===== src/hdl/ifd_consts.vh =====
/*
 Instruction format and cycle-timing constants for the instruction decoder.
 Assumes inclusion by bare name from the decoder files.
*/
`ifndef IFD_CONSTS_VH
`define IFD_CONSTS_VH

// =============================================================
// Word layout
`define IFD_WORD_W 24
`define IFD_OPC_HI 23
`define IFD_OPC_LO 16
`define IFD_OPC_W 8
`define IFD_OPD_W 16

// =============================================================
// Opcode classes (arbitrary encoding of the opcode field)
`define IFD_OPC_NOP 8'h00
`define IFD_OPC_GOTO 8'h04
`define IFD_OPC_CALL 8'h02
`define IFD_OPC_DMOV 8'hbe
`define IFD_OPC_BRANCH 8'h37
`define IFD_OPC_BRANCH_CMP 8'h01
`define IFD_OPC_IND_JMP 8'h05
`define IFD_OPC_TBL_LO 8'hba
`define IFD_OPC_TBL_HI 8'hbb
`define IFD_OPC_RET 8'h06
`define IFD_OPC_RETI 8'h07
`define IFD_OPC_SKIP_LO 8'ha4
`define IFD_OPC_SKIP_HI 8'ha7
`define IFD_OPC_CBR_LO 8'h30
`define IFD_OPC_CBR_HI 8'h36
`define IFD_OPC_WORK_LO 8'h40
`define IFD_OPC_WORK_HI 8'h7f
`define IFD_OPC_FREG_LO 8'hb0
`define IFD_OPC_FREG_HI 8'hb7
`define IFD_OPC_BIT_LO 8'ha0
`define IFD_OPC_BIT_HI 8'ha3
`define IFD_OPC_LIT_LO 8'hb8
`define IFD_OPC_LIT_HI 8'hb9

// =============================================================
// Category codes
`define IFD_CAT_W 3
`define IFD_CAT_WORK 3'h0
`define IFD_CAT_FREG 3'h1
`define IFD_CAT_BIT 3'h2
`define IFD_CAT_LIT 3'h3
`define IFD_CAT_CTRL 3'h4
`define IFD_CAT_NOP 3'h5

// =============================================================
// Cycle counts
`define IFD_CYC_W 2
`define IFD_CYC_ONE 2'h1
`define IFD_CYC_TWO 2'h2
`define IFD_CYC_THREE 2'h3
`define IFD_CYC_LONG_DEF 2'h2

`endif


===== src/hdl/ifd_decoder.v =====
/*
 Instruction decoder with format and cycle sequencing.
 Assumes program memory presents one word per accepted fetch and the datapath
 reports conditional and skip outcomes in the cycle the instruction decodes.
*/
// Contract
// - Each single-word instruction is 24 bits with an 8-bit opcode and operand bits.
// - Double-word instructions take two words and the second word's top 8 bits are zero.
// - A second word decoded by itself executes as a no-operation.
// - Exactly three opcodes are two-word; all others are single-word.
// - Single-word ops take one cycle, or two when a test is true or the PC changes.
// - Branch, indirect call/jump, table access and returns take two or three cycles.
// - A taken skip costs two cycles over a one-word and three over a two-word target.
// - Double-word instructions complete in two cycles.
// - Working-register ops decode base, second source and destination with modifiers.
// - File-register ops decode a file address and a file-or-register-zero destination.
// - Bit ops take a register or file operand and a literal or base-held bit number.
// - Literal arithmetic uses the base source, a literal, and an optional destination.
// - Control ops decode a program address and table ops also an access mode.
`timescale 1ns/1ps
`include "ifd_consts.vh"

module ifd_decoder #(
   parameter [1:0] LONG_OP_CYCLES = `IFD_CYC_LONG_DEF
) (
   input wire i_mclk,
   input wire i_reset,
   input wire [23:0] i_fetch_word,
   input wire i_fetch_valid,
   output wire o_fetch_ready,
   input wire i_cond_true,
   input wire i_skip_taken,
   output reg o_exec_valid_q,
   output reg o_exec_nop_q,
   output reg o_second_word_q,
   output reg [7:0] o_opcode_q,
   output reg [15:0] o_operand_q,
   output reg [15:0] o_extension_q,
   output reg [2:0] o_category_q,
   output reg [1:0] o_cycles_q,
   output reg o_format_error_q,
   output wire [3:0] o_base_source_register,
   output wire [3:0] o_second_source_register,
   output wire [2:0] o_second_source_mode,
   output wire [3:0] o_destination_register,
   output wire [2:0] o_destination_mode,
   output wire [12:0] o_file_addr,
   output wire o_dest_is_working_register_zero,
   output wire [3:0] o_bit_pos,
   output wire o_bit_from_base,
   output wire [9:0] o_literal,
   output wire o_dest_separate,
   output wire [15:0] o_prog_addr,
   output wire [1:0] o_table_mode
);

   // ==========================================================
   // States
   localparam [3:0] ST_DECODE = 4'h1;
   localparam [3:0] ST_EXT = 4'h2;
   localparam [3:0] ST_FILL = 4'h4;
   localparam [3:0] ST_SKIP = 4'h8;

   reg [3:0] state_q;
   reg [3:0] state_d;
   reg [1:0] fill_q;
   reg [1:0] fill_d;
   reg skip_two_q;
   reg skip_two_d;

   wire [7:0] opc = i_fetch_word[`IFD_OPC_HI:`IFD_OPC_LO];
   wire [2:0] cat;
   wire two_word;
   wire long_op;
   wire skip_op;
   wire cond_op;

   // ==========================================================
   // Classification of the word being offered
   ifd_class u_class (
      .i_opcode(opc),
      .o_category(cat),
      .o_two_word(two_word),
      .o_long_op(long_op),
      .o_skip_op(skip_op),
      .o_cond_op(cond_op),
      .o_table_op()
   );

   // Fields come from the held word so they stay aligned to the exec outputs.
   ifd_fields u_fields (
      .i_word({o_opcode_q, o_operand_q}),
      .i_category(o_category_q),
      .o_base_source_register(o_base_source_register),
      .o_second_source_register(o_second_source_register),
      .o_second_source_mode(o_second_source_mode),
      .o_destination_register(o_destination_register),
      .o_destination_mode(o_destination_mode),
      .o_file_addr(o_file_addr),
      .o_dest_is_working_register_zero(o_dest_is_working_register_zero),
      .o_bit_pos(o_bit_pos),
      .o_bit_from_base(o_bit_from_base),
      .o_literal(o_literal),
      .o_dest_separate(o_dest_separate),
      .o_prog_addr(o_prog_addr),
      .o_table_mode(o_table_mode)
   );

   // Every state but fill consumes a word; fill cycles are internal no-ops.
   assign o_fetch_ready = ~state_q[2];

   wire take = i_fetch_valid & o_fetch_ready;

   // ==========================================================
   // Sequencer
   always @* begin
      state_d = state_q;
      fill_d = fill_q;
      skip_two_d = skip_two_q;
      case (state_q)
         ST_DECODE: begin
            if (take) begin
               if (two_word) begin
                  state_d = ST_EXT;
               end else if (skip_op && i_skip_taken) begin
                  state_d = ST_SKIP;
               end else if (long_op) begin
                  fill_d = LONG_OP_CYCLES - `IFD_CYC_ONE;
                  state_d = ST_FILL;
               end else if (cond_op && i_cond_true) begin
                  fill_d = `IFD_CYC_ONE;
                  state_d = ST_FILL;
               end
            end
         end
         ST_EXT: begin
            // A flushed extension is the last cycle of a skip; no fill cycle follows it.
            if (take) begin
               state_d = ST_DECODE;
               skip_two_d = 1'b0;
            end
         end
         ST_FILL: begin
            fill_d = fill_q - `IFD_CYC_ONE;
            if (fill_q == `IFD_CYC_ONE) begin
               state_d = ST_DECODE;
            end
         end
         ST_SKIP: begin
            // Skipped word is flushed; a two-word target also flushes its extension.
            if (take) begin
               if (two_word) begin
                  state_d = ST_EXT;
                  skip_two_d = 1'b1;
                  fill_d = 2'h0;
               end else begin
                  state_d = ST_DECODE;
               end
            end
         end
         default: begin
            state_d = ST_DECODE;
         end
      endcase
   end

   always @(posedge i_mclk) begin
      if (i_reset) begin
         state_q <= ST_DECODE;
         fill_q <= 2'h0;
         skip_two_q <= 1'b0;
         o_exec_valid_q <= 1'b0;
         o_exec_nop_q <= 1'b0;
         o_second_word_q <= 1'b0;
         o_opcode_q <= `IFD_OPC_NOP;
         o_operand_q <= 16'h0000;
         o_extension_q <= 16'h0000;
         o_category_q <= `IFD_CAT_NOP;
         o_cycles_q <= 2'h0;
         o_format_error_q <= 1'b0;
      end else begin
         state_q <= state_d;
         fill_q <= fill_d;
         skip_two_q <= skip_two_d;
         o_exec_valid_q <= 1'b1;
         o_second_word_q <= 1'b0;
         o_format_error_q <= 1'b0;
         if (state_q == ST_DECODE && take) begin
            o_opcode_q <= opc;
            o_operand_q <= i_fetch_word[15:0];
            o_category_q <= cat;
            o_exec_nop_q <= (cat == `IFD_CAT_NOP);
            if (two_word) begin
               o_cycles_q <= `IFD_CYC_TWO;
            end else if (skip_op && i_skip_taken) begin
               o_cycles_q <= `IFD_CYC_TWO;
            end else if (long_op) begin
               o_cycles_q <= LONG_OP_CYCLES;
            end else if (cond_op && i_cond_true) begin
               o_cycles_q <= `IFD_CYC_TWO;
            end else begin
               o_cycles_q <= `IFD_CYC_ONE;
            end
         end else if (state_q == ST_EXT && take) begin
            o_extension_q <= i_fetch_word[15:0];
            o_second_word_q <= 1'b1;
            o_exec_nop_q <= skip_two_q;
            o_format_error_q <= (opc != 8'h00);
         end else if (state_q == ST_SKIP && take) begin
            o_exec_nop_q <= 1'b1;
            if (two_word) begin
               o_cycles_q <= `IFD_CYC_THREE;
            end
         end else begin
            // Fill cycles execute as no-operations; idle cycles are flagged no-op but not valid.
            o_exec_nop_q <= 1'b1;
            o_exec_valid_q <= take | state_q[2];
         end
      end
   end

endmodule


===== src/hdl/ifd_class.v =====
/*
 Combinational opcode classifier: category, word count and long, skip, conditional and table flags.
 Assumes the opcode of the unregistered word offered on the fetch port at its input.
*/
`timescale 1ns/1ps
`include "ifd_consts.vh"

module ifd_class (
   input wire [7:0] i_opcode,
   output reg [2:0] o_category,
   output reg o_two_word,
   output reg o_long_op,
   output reg o_skip_op,
   output reg o_cond_op,
   output reg o_table_op
);

   function in_range;
      input [7:0] v;
      input [7:0] lo;
      input [7:0] hi;
      begin
         in_range = (v >= lo) && (v <= hi);
      end
   endfunction

   always @* begin
      o_two_word = (i_opcode == `IFD_OPC_GOTO) || (i_opcode == `IFD_OPC_CALL)
         || (i_opcode == `IFD_OPC_DMOV);
      o_table_op = in_range(i_opcode, `IFD_OPC_TBL_LO, `IFD_OPC_TBL_HI);
      o_long_op = (i_opcode == `IFD_OPC_BRANCH) || (i_opcode == `IFD_OPC_BRANCH_CMP)
         || (i_opcode == `IFD_OPC_IND_JMP) || o_table_op
         || (i_opcode == `IFD_OPC_RET) || (i_opcode == `IFD_OPC_RETI);
      o_skip_op = in_range(i_opcode, `IFD_OPC_SKIP_LO, `IFD_OPC_SKIP_HI);
      o_cond_op = in_range(i_opcode, `IFD_OPC_CBR_LO, `IFD_OPC_CBR_HI);
      if (i_opcode == `IFD_OPC_NOP) begin
         o_category = `IFD_CAT_NOP;
      end else if (in_range(i_opcode, `IFD_OPC_WORK_LO, `IFD_OPC_WORK_HI)) begin
         o_category = `IFD_CAT_WORK;
      end else if (in_range(i_opcode, `IFD_OPC_FREG_LO, `IFD_OPC_FREG_HI)) begin
         o_category = `IFD_CAT_FREG;
      end else if (o_skip_op || in_range(i_opcode, `IFD_OPC_BIT_LO, `IFD_OPC_BIT_HI)) begin
         o_category = `IFD_CAT_BIT;
      end else if (in_range(i_opcode, `IFD_OPC_LIT_LO, `IFD_OPC_LIT_HI)) begin
         o_category = `IFD_CAT_LIT;
      end else begin
         o_category = `IFD_CAT_CTRL;
      end
   end

endmodule


===== src/hdl/ifd_fields.v =====
/*
 Operand field extractor for a single 24-bit instruction word.
 Assumes the category comes from the classifier for the same word.
*/
`timescale 1ns/1ps
`include "ifd_consts.vh"

module ifd_fields (
   input wire [23:0] i_word,
   input wire [2:0] i_category,
   output reg [3:0] o_base_source_register,
   output reg [3:0] o_second_source_register,
   output reg [2:0] o_second_source_mode,
   output reg [3:0] o_destination_register,
   output reg [2:0] o_destination_mode,
   output reg [12:0] o_file_addr,
   output reg o_dest_is_working_register_zero,
   output reg [3:0] o_bit_pos,
   output reg o_bit_from_base,
   output reg [9:0] o_literal,
   output reg o_dest_separate,
   output reg [15:0] o_prog_addr,
   output reg [1:0] o_table_mode
);

   always @* begin
      o_base_source_register = i_word[14:11];
      o_second_source_register = i_word[3:0];
      o_second_source_mode = 3'h0;
      o_destination_register = i_word[10:7];
      o_destination_mode = 3'h0;
      o_file_addr = 13'h0000;
      o_dest_is_working_register_zero = 1'b0;
      o_bit_pos = 4'h0;
      o_bit_from_base = 1'b0;
      o_literal = 10'h000;
      o_dest_separate = 1'b0;
      o_prog_addr = 16'h0000;
      o_table_mode = 2'h0;
      case (i_category)
         `IFD_CAT_WORK: begin
            // Base source never carries a modifier; the other two do.
            o_second_source_mode = i_word[6:4];
            o_destination_mode = {i_word[15], i_word[5:4]};
         end
         `IFD_CAT_FREG: begin
            o_file_addr = i_word[12:0];
            o_dest_is_working_register_zero = i_word[13];
         end
         `IFD_CAT_BIT: begin
            o_second_source_mode = i_word[6:4];
            o_file_addr = i_word[12:0];
            o_bit_from_base = i_word[15];
            o_bit_pos = i_word[15] ? 4'h0 : i_word[14:11];
         end
         `IFD_CAT_LIT: begin
            o_literal = i_word[9:0];
            o_dest_separate = i_word[15];
            o_destination_mode = i_word[15] ? {1'b0, i_word[6:5]} : 3'h0;
         end
         `IFD_CAT_CTRL: begin
            o_prog_addr = i_word[15:0];
            o_table_mode = i_word[15:14];
         end
         default: begin
            o_second_source_mode = 3'h0;
         end
      endcase
   end

endmodule


===== config.mk =====
export PLATFORM = sky130hd
export DESIGN_NAME = ifd_decoder
export DESIGN_NICKNAME = d
export VERILOG_FILES = /design/src/hdl/ifd_decoder.v /design/src/hdl/ifd_class.v /design/src/hdl/ifd_fields.v
export VERILOG_INCLUDE_DIRS = /design/src /design/src/hdl
export SDC_FILE = /design/constraint.sdc
export NUM_CORES = 1
export LEC_CHECK = 0
export ABC_AREA = 1
export BUFFER_PORTS_ARGS = -buffer_cell sky130_fd_sc_hd__buf_2
export CAP_MARGIN = 25
export CORE_ASPECT_RATIO = 1.4
export CORE_MARGIN = 5
export CORE_UTILIZATION = 40
export DETAILED_ROUTE_END_ITERATION = 10
export PLACE_DENSITY = 0.85
export RECOVER_POWER = 50
export SYNTH_ARGS = -nofsm -noshare
export SYNTH_HDL_FRONTEND = slang
export SYNTH_SLANG_ARGS = --single-unit

===== constraint.sdc =====
create_clock -name i_mclk -period 1.4 [get_ports i_mclk]
set_input_delay 0.28 -clock i_mclk [delete_from_list [all_inputs] [get_ports i_mclk]]
set_output_delay 0.28 -clock i_mclk [all_outputs]
set_load 0.01 [all_outputs]

## Word-level counts from Yosys, hierarchy flattened

Index checks and enable logic that the tools add are counted.

- Memories kept: 0
- RAM bits: 0
- Output and inout port bits: 116
- Bits in read-only memories: 0
- Register bits: 56
- Latch bits: 0
- Input bits: 29

- Divide/modulo/power cells: 0
- Eq/ne operators: 28
- Shifts and indexed selects: 0
- $lt $le $gt $ge: 14
- Reduce and logical (&&, ||, !) cells: 36
- Bitwise operators: 5
- Add/subtract/negate cells: 1
- Multiply operators: 0
- Muxes and demuxes: 53

Operators by type and width:

| kind | number |
|---|---|
| 8-bit >= comparator, second input constant | 5 |
| 8-bit <= comparator, second input constant | 5 |
| 4-bit 2-to-1 mux | 10 |
| 2-bit 2-to-1 mux | 18 |
| 8-bit by 3-bit == test with 1-bit output, second input constant | 4 |
| 3-bit 2-to-1 mux | 6 |
| 16-bit 2-to-1 mux | 1 |
| 2-bit != test, second input constant | 8 |
| 4-bit one-hot mux with 4 select lines | 1 |
| 13-bit 2-to-1 mux | 1 |
| 1-bit logical AND | 12 |
| 1-bit 2-to-1 mux | 12 |
| 10-bit 2-to-1 mux | 1 |
| 8-bit by 1-bit == test with 1-bit output, second input constant | 1 |
| 8-bit by 2-bit == test with 1-bit output, second input constant | 1 |
| 8-bit by 6-bit == test with 1-bit output, second input constant | 1 |
| 8-bit == test, second input constant | 1 |
| 8-bit by 6-bit >= comparator with 1-bit output, second input constant | 1 |
| 8-bit by 7-bit >= comparator with 1-bit output, second input constant | 1 |
| 8-bit by 6-bit <= comparator with 1-bit output, second input constant | 1 |
| 8-bit by 7-bit <= comparator with 1-bit output, second input constant | 1 |
| 8-bit logical NOT | 1 |
| 1-bit logical OR | 8 |
| 8-bit nonzero test | 1 |
| 27 further kinds | 35 |

## Depth between registers and ports, before layout

- Word-level depth: 11
- Depth in mapped cells: 12
- Depth with buffers taken out: 12

## Hierarchy

Synthesis repeated with hierarchy kept, for this count alone.

- Cell total of the unflattened synthesis: 454
- Area total of the unflattened synthesis: 3,065.4 µm²

By module, submodules not included:

| module | area an instance (µm²) | cells each | instances |
|---|---|---|---|
| ifd_decoder | 2,232.1 | 298 | 1 |
| ifd_fields | 533.0 | 99 | 1 |
| ifd_class | 300.3 | 57 | 1 |

## Worst setup path before layout

No wires, ideal clock.

- Path type: flip-flop to output port
- From: register o_category_q[1]
- To: output port o_table_mode[0]
- Path slack: -0.124 ns
- Path buffers: 2
- Cell stages (with the launch flop): 6
- Required time: 1.120 ns
- Arrival time: 1.244 ns
- Cell sequence: dfxtp_1 > inv_1 > nand3_1 > clkbuf_1 > nor2_1 > buf_4

- Word-level cells in the longest chain between the ends: 2

Ends and longest elaborated chain:

| what | RTL line | text |
|---|---|---|
| start, declared | ifd_decoder.v:39 | `output reg [2:0] o_category_q,` |
| start signal, assigned | ifd_decoder.v:178 | `` o_category_q <= `IFD_CAT_NOP; `` |
| start signal, assigned | ifd_decoder.v:191 | `o_category_q <= cat;` |
| 3-bit == test | ifd_fields.v:40 | `case (i_category)` |
| 2-bit 2-to-1 mux | ifd_fields.v:40 |  |
| end, declared | ifd_decoder.v:54 | `output wire [1:0] o_table_mode` |

No other way between the ends.

## Worst setup path in the final report

- From: register o_category_q[0]
- To: output port o_file_addr[12]

- Word-level cells in the longest chain between the ends: 3
- Elaborated cells between the ends (all ways): 4
- Classes of those cells: eq/ne: 2; mux: 1; reduce/logical: 1

Ends and longest elaborated chain:

| what | RTL line | text |
|---|---|---|
| 3-bit by 1-bit == test with 1-bit output / 3-bit by 2-bit == test with 1-bit output (equally long branches) | ifd_fields.v:40 |  |
| 2-bit OR reduction (no line) * | n/a |  |
| 13-bit 2-to-1 mux * | ifd_fields.v:40 |  |
| end, declared | ifd_decoder.v:47 | `output wire [12:0] o_file_addr,` |

Mark *: on every way between the ends. The rest lies on a longest branch, timed or not.

==> impl_metrics.tcl <==
set metrics [dict create \
    status "finished, violations left" \
    violations "negative setup slack" \
    fp.dieW_microns 80.2 \
    r2r_start "state_q[2]" \
    netlist_instances 418 \
    leakagePower_nw 2.38 \
    synth_top_area_share 0.406 \
    skew_ps 10.7 \
    relSlewSlack 0.719 \
    postSynth.asyncResetShare 0 \
    tritoncts "done" \
    hold_viol 0 \
    post_drt_wl_per_cell_microns 18.8 \
    worst_pin_slew_ps 417 \
    rows 35 \
    fin_crit_sh 1.33 \
    p_int_mw 3.17 \
    min_from "i_fetch_word[5]" \
    ys.flop_type "dfxtp_1" \
    top_usage_layer "met2" \
    gp_congestion 0.867 \
    synth_edf_count 0 \
    worst_setup_path_start_kind "flop" \
    cp-end-kind "output pin" \
    grt_pass1_vias 3446 \
    ys_warn_count 0 \
    synth_area_per_cell_sq_um 6.60 \
    min_period_ps 1870 \
    synth_nets 448 \
    grt_util_met1 0.232 \
    grt_max_degree 25 \
    cts_hold_buf 0 \
    numClockSinks 56 \
    drive_gt1_frac 0.547 \
    ys_types 27 \
    drt_iter0_markers 281 \
    combPwrFrac 0.470 \
    required_ps 1120 \
    final_area_sq_um 5160 \
    setup_viol 107 \
    max_cap_viol_count 0 \
    start_util 0.414 \
    via_count 3908 \
    clkPwrFrac 0.174 \
    arrival_ps 1590 \
    nNetsFinal 651 \
    switching_share 0.408 \
    synth_area_sq_um 2760 \
    fmax_ghz 0.535 \
    rsz0062_at_grt "true" \
    insertion_delay_ps 320 \
    final.setup.worst_slack_ps -469 \
    path_buf_inv 5 \
    dpl-instance-area_sq_um 3900 \
    synth_most_common_cell "nor2_1" \
    n_antenna_cell 0 \
    drt_first_pass_iters 5 \
    grt_overflow 0 \
    irDropWorstVdd_v 0.000567 \
    coreArea_sq_um 6660 \
    synth_common_cells "nor2_1 (115), dfxtp_1 (56), inv_1 (48), o21ai_0 (47), nand2_1 (42)" \
    yosysSeqAreaShare 0.406 \
    p_switching_mw 2.18 \
    clockBufferDepth 2 \
    p_per_area_nw_per_um2 1040 \
    crit_start "o_category_q[0]" \
    nFillCells 401 \
    grt_pass1_wl_microns 16000 \
    ys_ff_latch 56 \
    critPathMaxFanout 7 \
    crit_family "buffers and inverters" \
    synth_top_area_cell "dfxtp_1" \
    antenna_found_initial 0 \
    htreeDepth 2 \
    min_path_type "input port to flop" \
    layout.area.seq_sq_um 1140 \
    cpPeakStageDelay_ps 380 \
    r2r_slack_ps -210 \
    grtUsageMet3 0.0358 \
    die-area_sq_um 8680 \
    crit_chain "nor2_4 -> inv_2 -> nor2_4 -> inv_2 -> nand2_2 -> inv_4 -> buf_12 -> nor2_1 -> buf_2" \
    use_met2 0.452 \
    clock-root-buffer "clkbuf_8" \
    grtUsageTotal 0.230 \
    slew_viol_final 0 \
    io_buffers 144 \
    p_total_mw 5.36 \
    pin_count 145 \
    slowest_stage "dfxtp_4" \
    synth_area_leaders "dfxtp_1 (41%), nor2_1 (16%), o21ai_0 (8.5%)" \
    power_frac_seq 0.355 \
    wl_microns 13400 \
    numCtsBuffers 5 \
    areaGrowthSynthToFinish_pct 87.2 \
    die_h_microns 108 \
    dp_hpwl_microns 7190 \
    path_class "flop to output pin" \
    cts.reportedPaths.clkPinSlew_ps 110 \
    ant_nets 0 \
    multi_input_area_sq_um 1900 \
    drc_errors 0 \
    routed_via_density 5.47 \
]
[worst min-delay path, stage by stage]
cell and delay, ps:
buf_2 110, nor2_1 50, nor2_1 80
[cell usage in the layout (no fill, tap or decap), drive strengths merged, types with 4 or more instances in the layout]
cell type	instances
buf	187
nor2	120
inv	57
dfxtp	56
o21ai	48
nand2	43
clkbuf	41
a21oi	35
nand3	16
nand4	4
nor3	4
[state kept, by name, indices dropped and copies added, names as in the netlist]
name,cells
o_second_word_q,1
o_extension_q,16
o_cycles_q,2
o_category_q,3
o_operand_q,16
state_q,4
o_opcode_q,8
o_exec_nop_q,1
fill_q,2
skip_two_q,1
o_format_error_q,1
o_exec_valid_q,1
[final cells by class]
type / count / share of cell area
timing repair inverter: 3 / 0.00848
timing repair buffer: 223 / 0.319
sequential: 56 / 0.220
inverter: 53 / 0.0436
tap: 92 / 0.0223
clock buffer: 5 / 0.0133
multi-input combinational: 279 / 0.369
clock inverter: 3 / 0.00436
[power groups by stage]
stage                     combinational (mW)  clock, mW  sequential (mW)
after floorplan                        0.820          0             1.95
after global placement                  1.39          0             1.88
after detailed placement                1.42          0             1.89
after CTS                               1.86      0.937             1.87
after global routing                    2.65      0.997             1.92
final                                   2.52      0.933             1.90
[layer usage]
| layer | up-vias | wire length, microns |
|---|---|---|
| met2 | 283 | 6810 |
| met4 | 0 | 816 |
| met5 | - | 0 |
| met3 | 80 | 1100 |
| li1 | 1731 | - |
| met1 | 1814 | 4680 |
[kinds of logic (layout without fill, tap and decap cells)]
family                     count (synthesis)  count (layout)  synth area share
and+or+nand+nor                          188             188             0.280
AOI/OAI and AO/OA                         90              90             0.171
buffers and inverters                     83             287             0.138
DFF                                       56              56             0.406
adders and majority gates                  1               1           0.00453
[path summary, 6_finish.rpt]
path | endpoint | cells past startpoint
worst max register to register | o_category_q[2] | 10
worst min register to register | fill_q[1] | 2
worst max-delay path | o_file_addr[12] | 9
worst min-delay path | o_extension_q[5] | 3
[per-stage QoR]
step           instances  setup slack [ps]  utilization  hold slack (ps)  TNS [ps]
2_1_floorplan        418             -21.1            -              415     -99.4
3_3_place_gp         678              -106        0.585              447     -1360
3_5_place_dp         678              -168        0.585              446     -3640
4_1_cts              700              -359        0.672              194    -16160
5_1_grt              714              -532        0.776              243    -31470
6_report             714              -469        0.776              231    -24650
[what timing repair did]
action                     4_1_cts  5_1_grt
gates cloned                     5        4
pin swaps                       20       30
setup endpoints to repair       78       99
gates resized for setup        113      150
setup buffers                   14       13
Power figures use the tool's default switching activity.
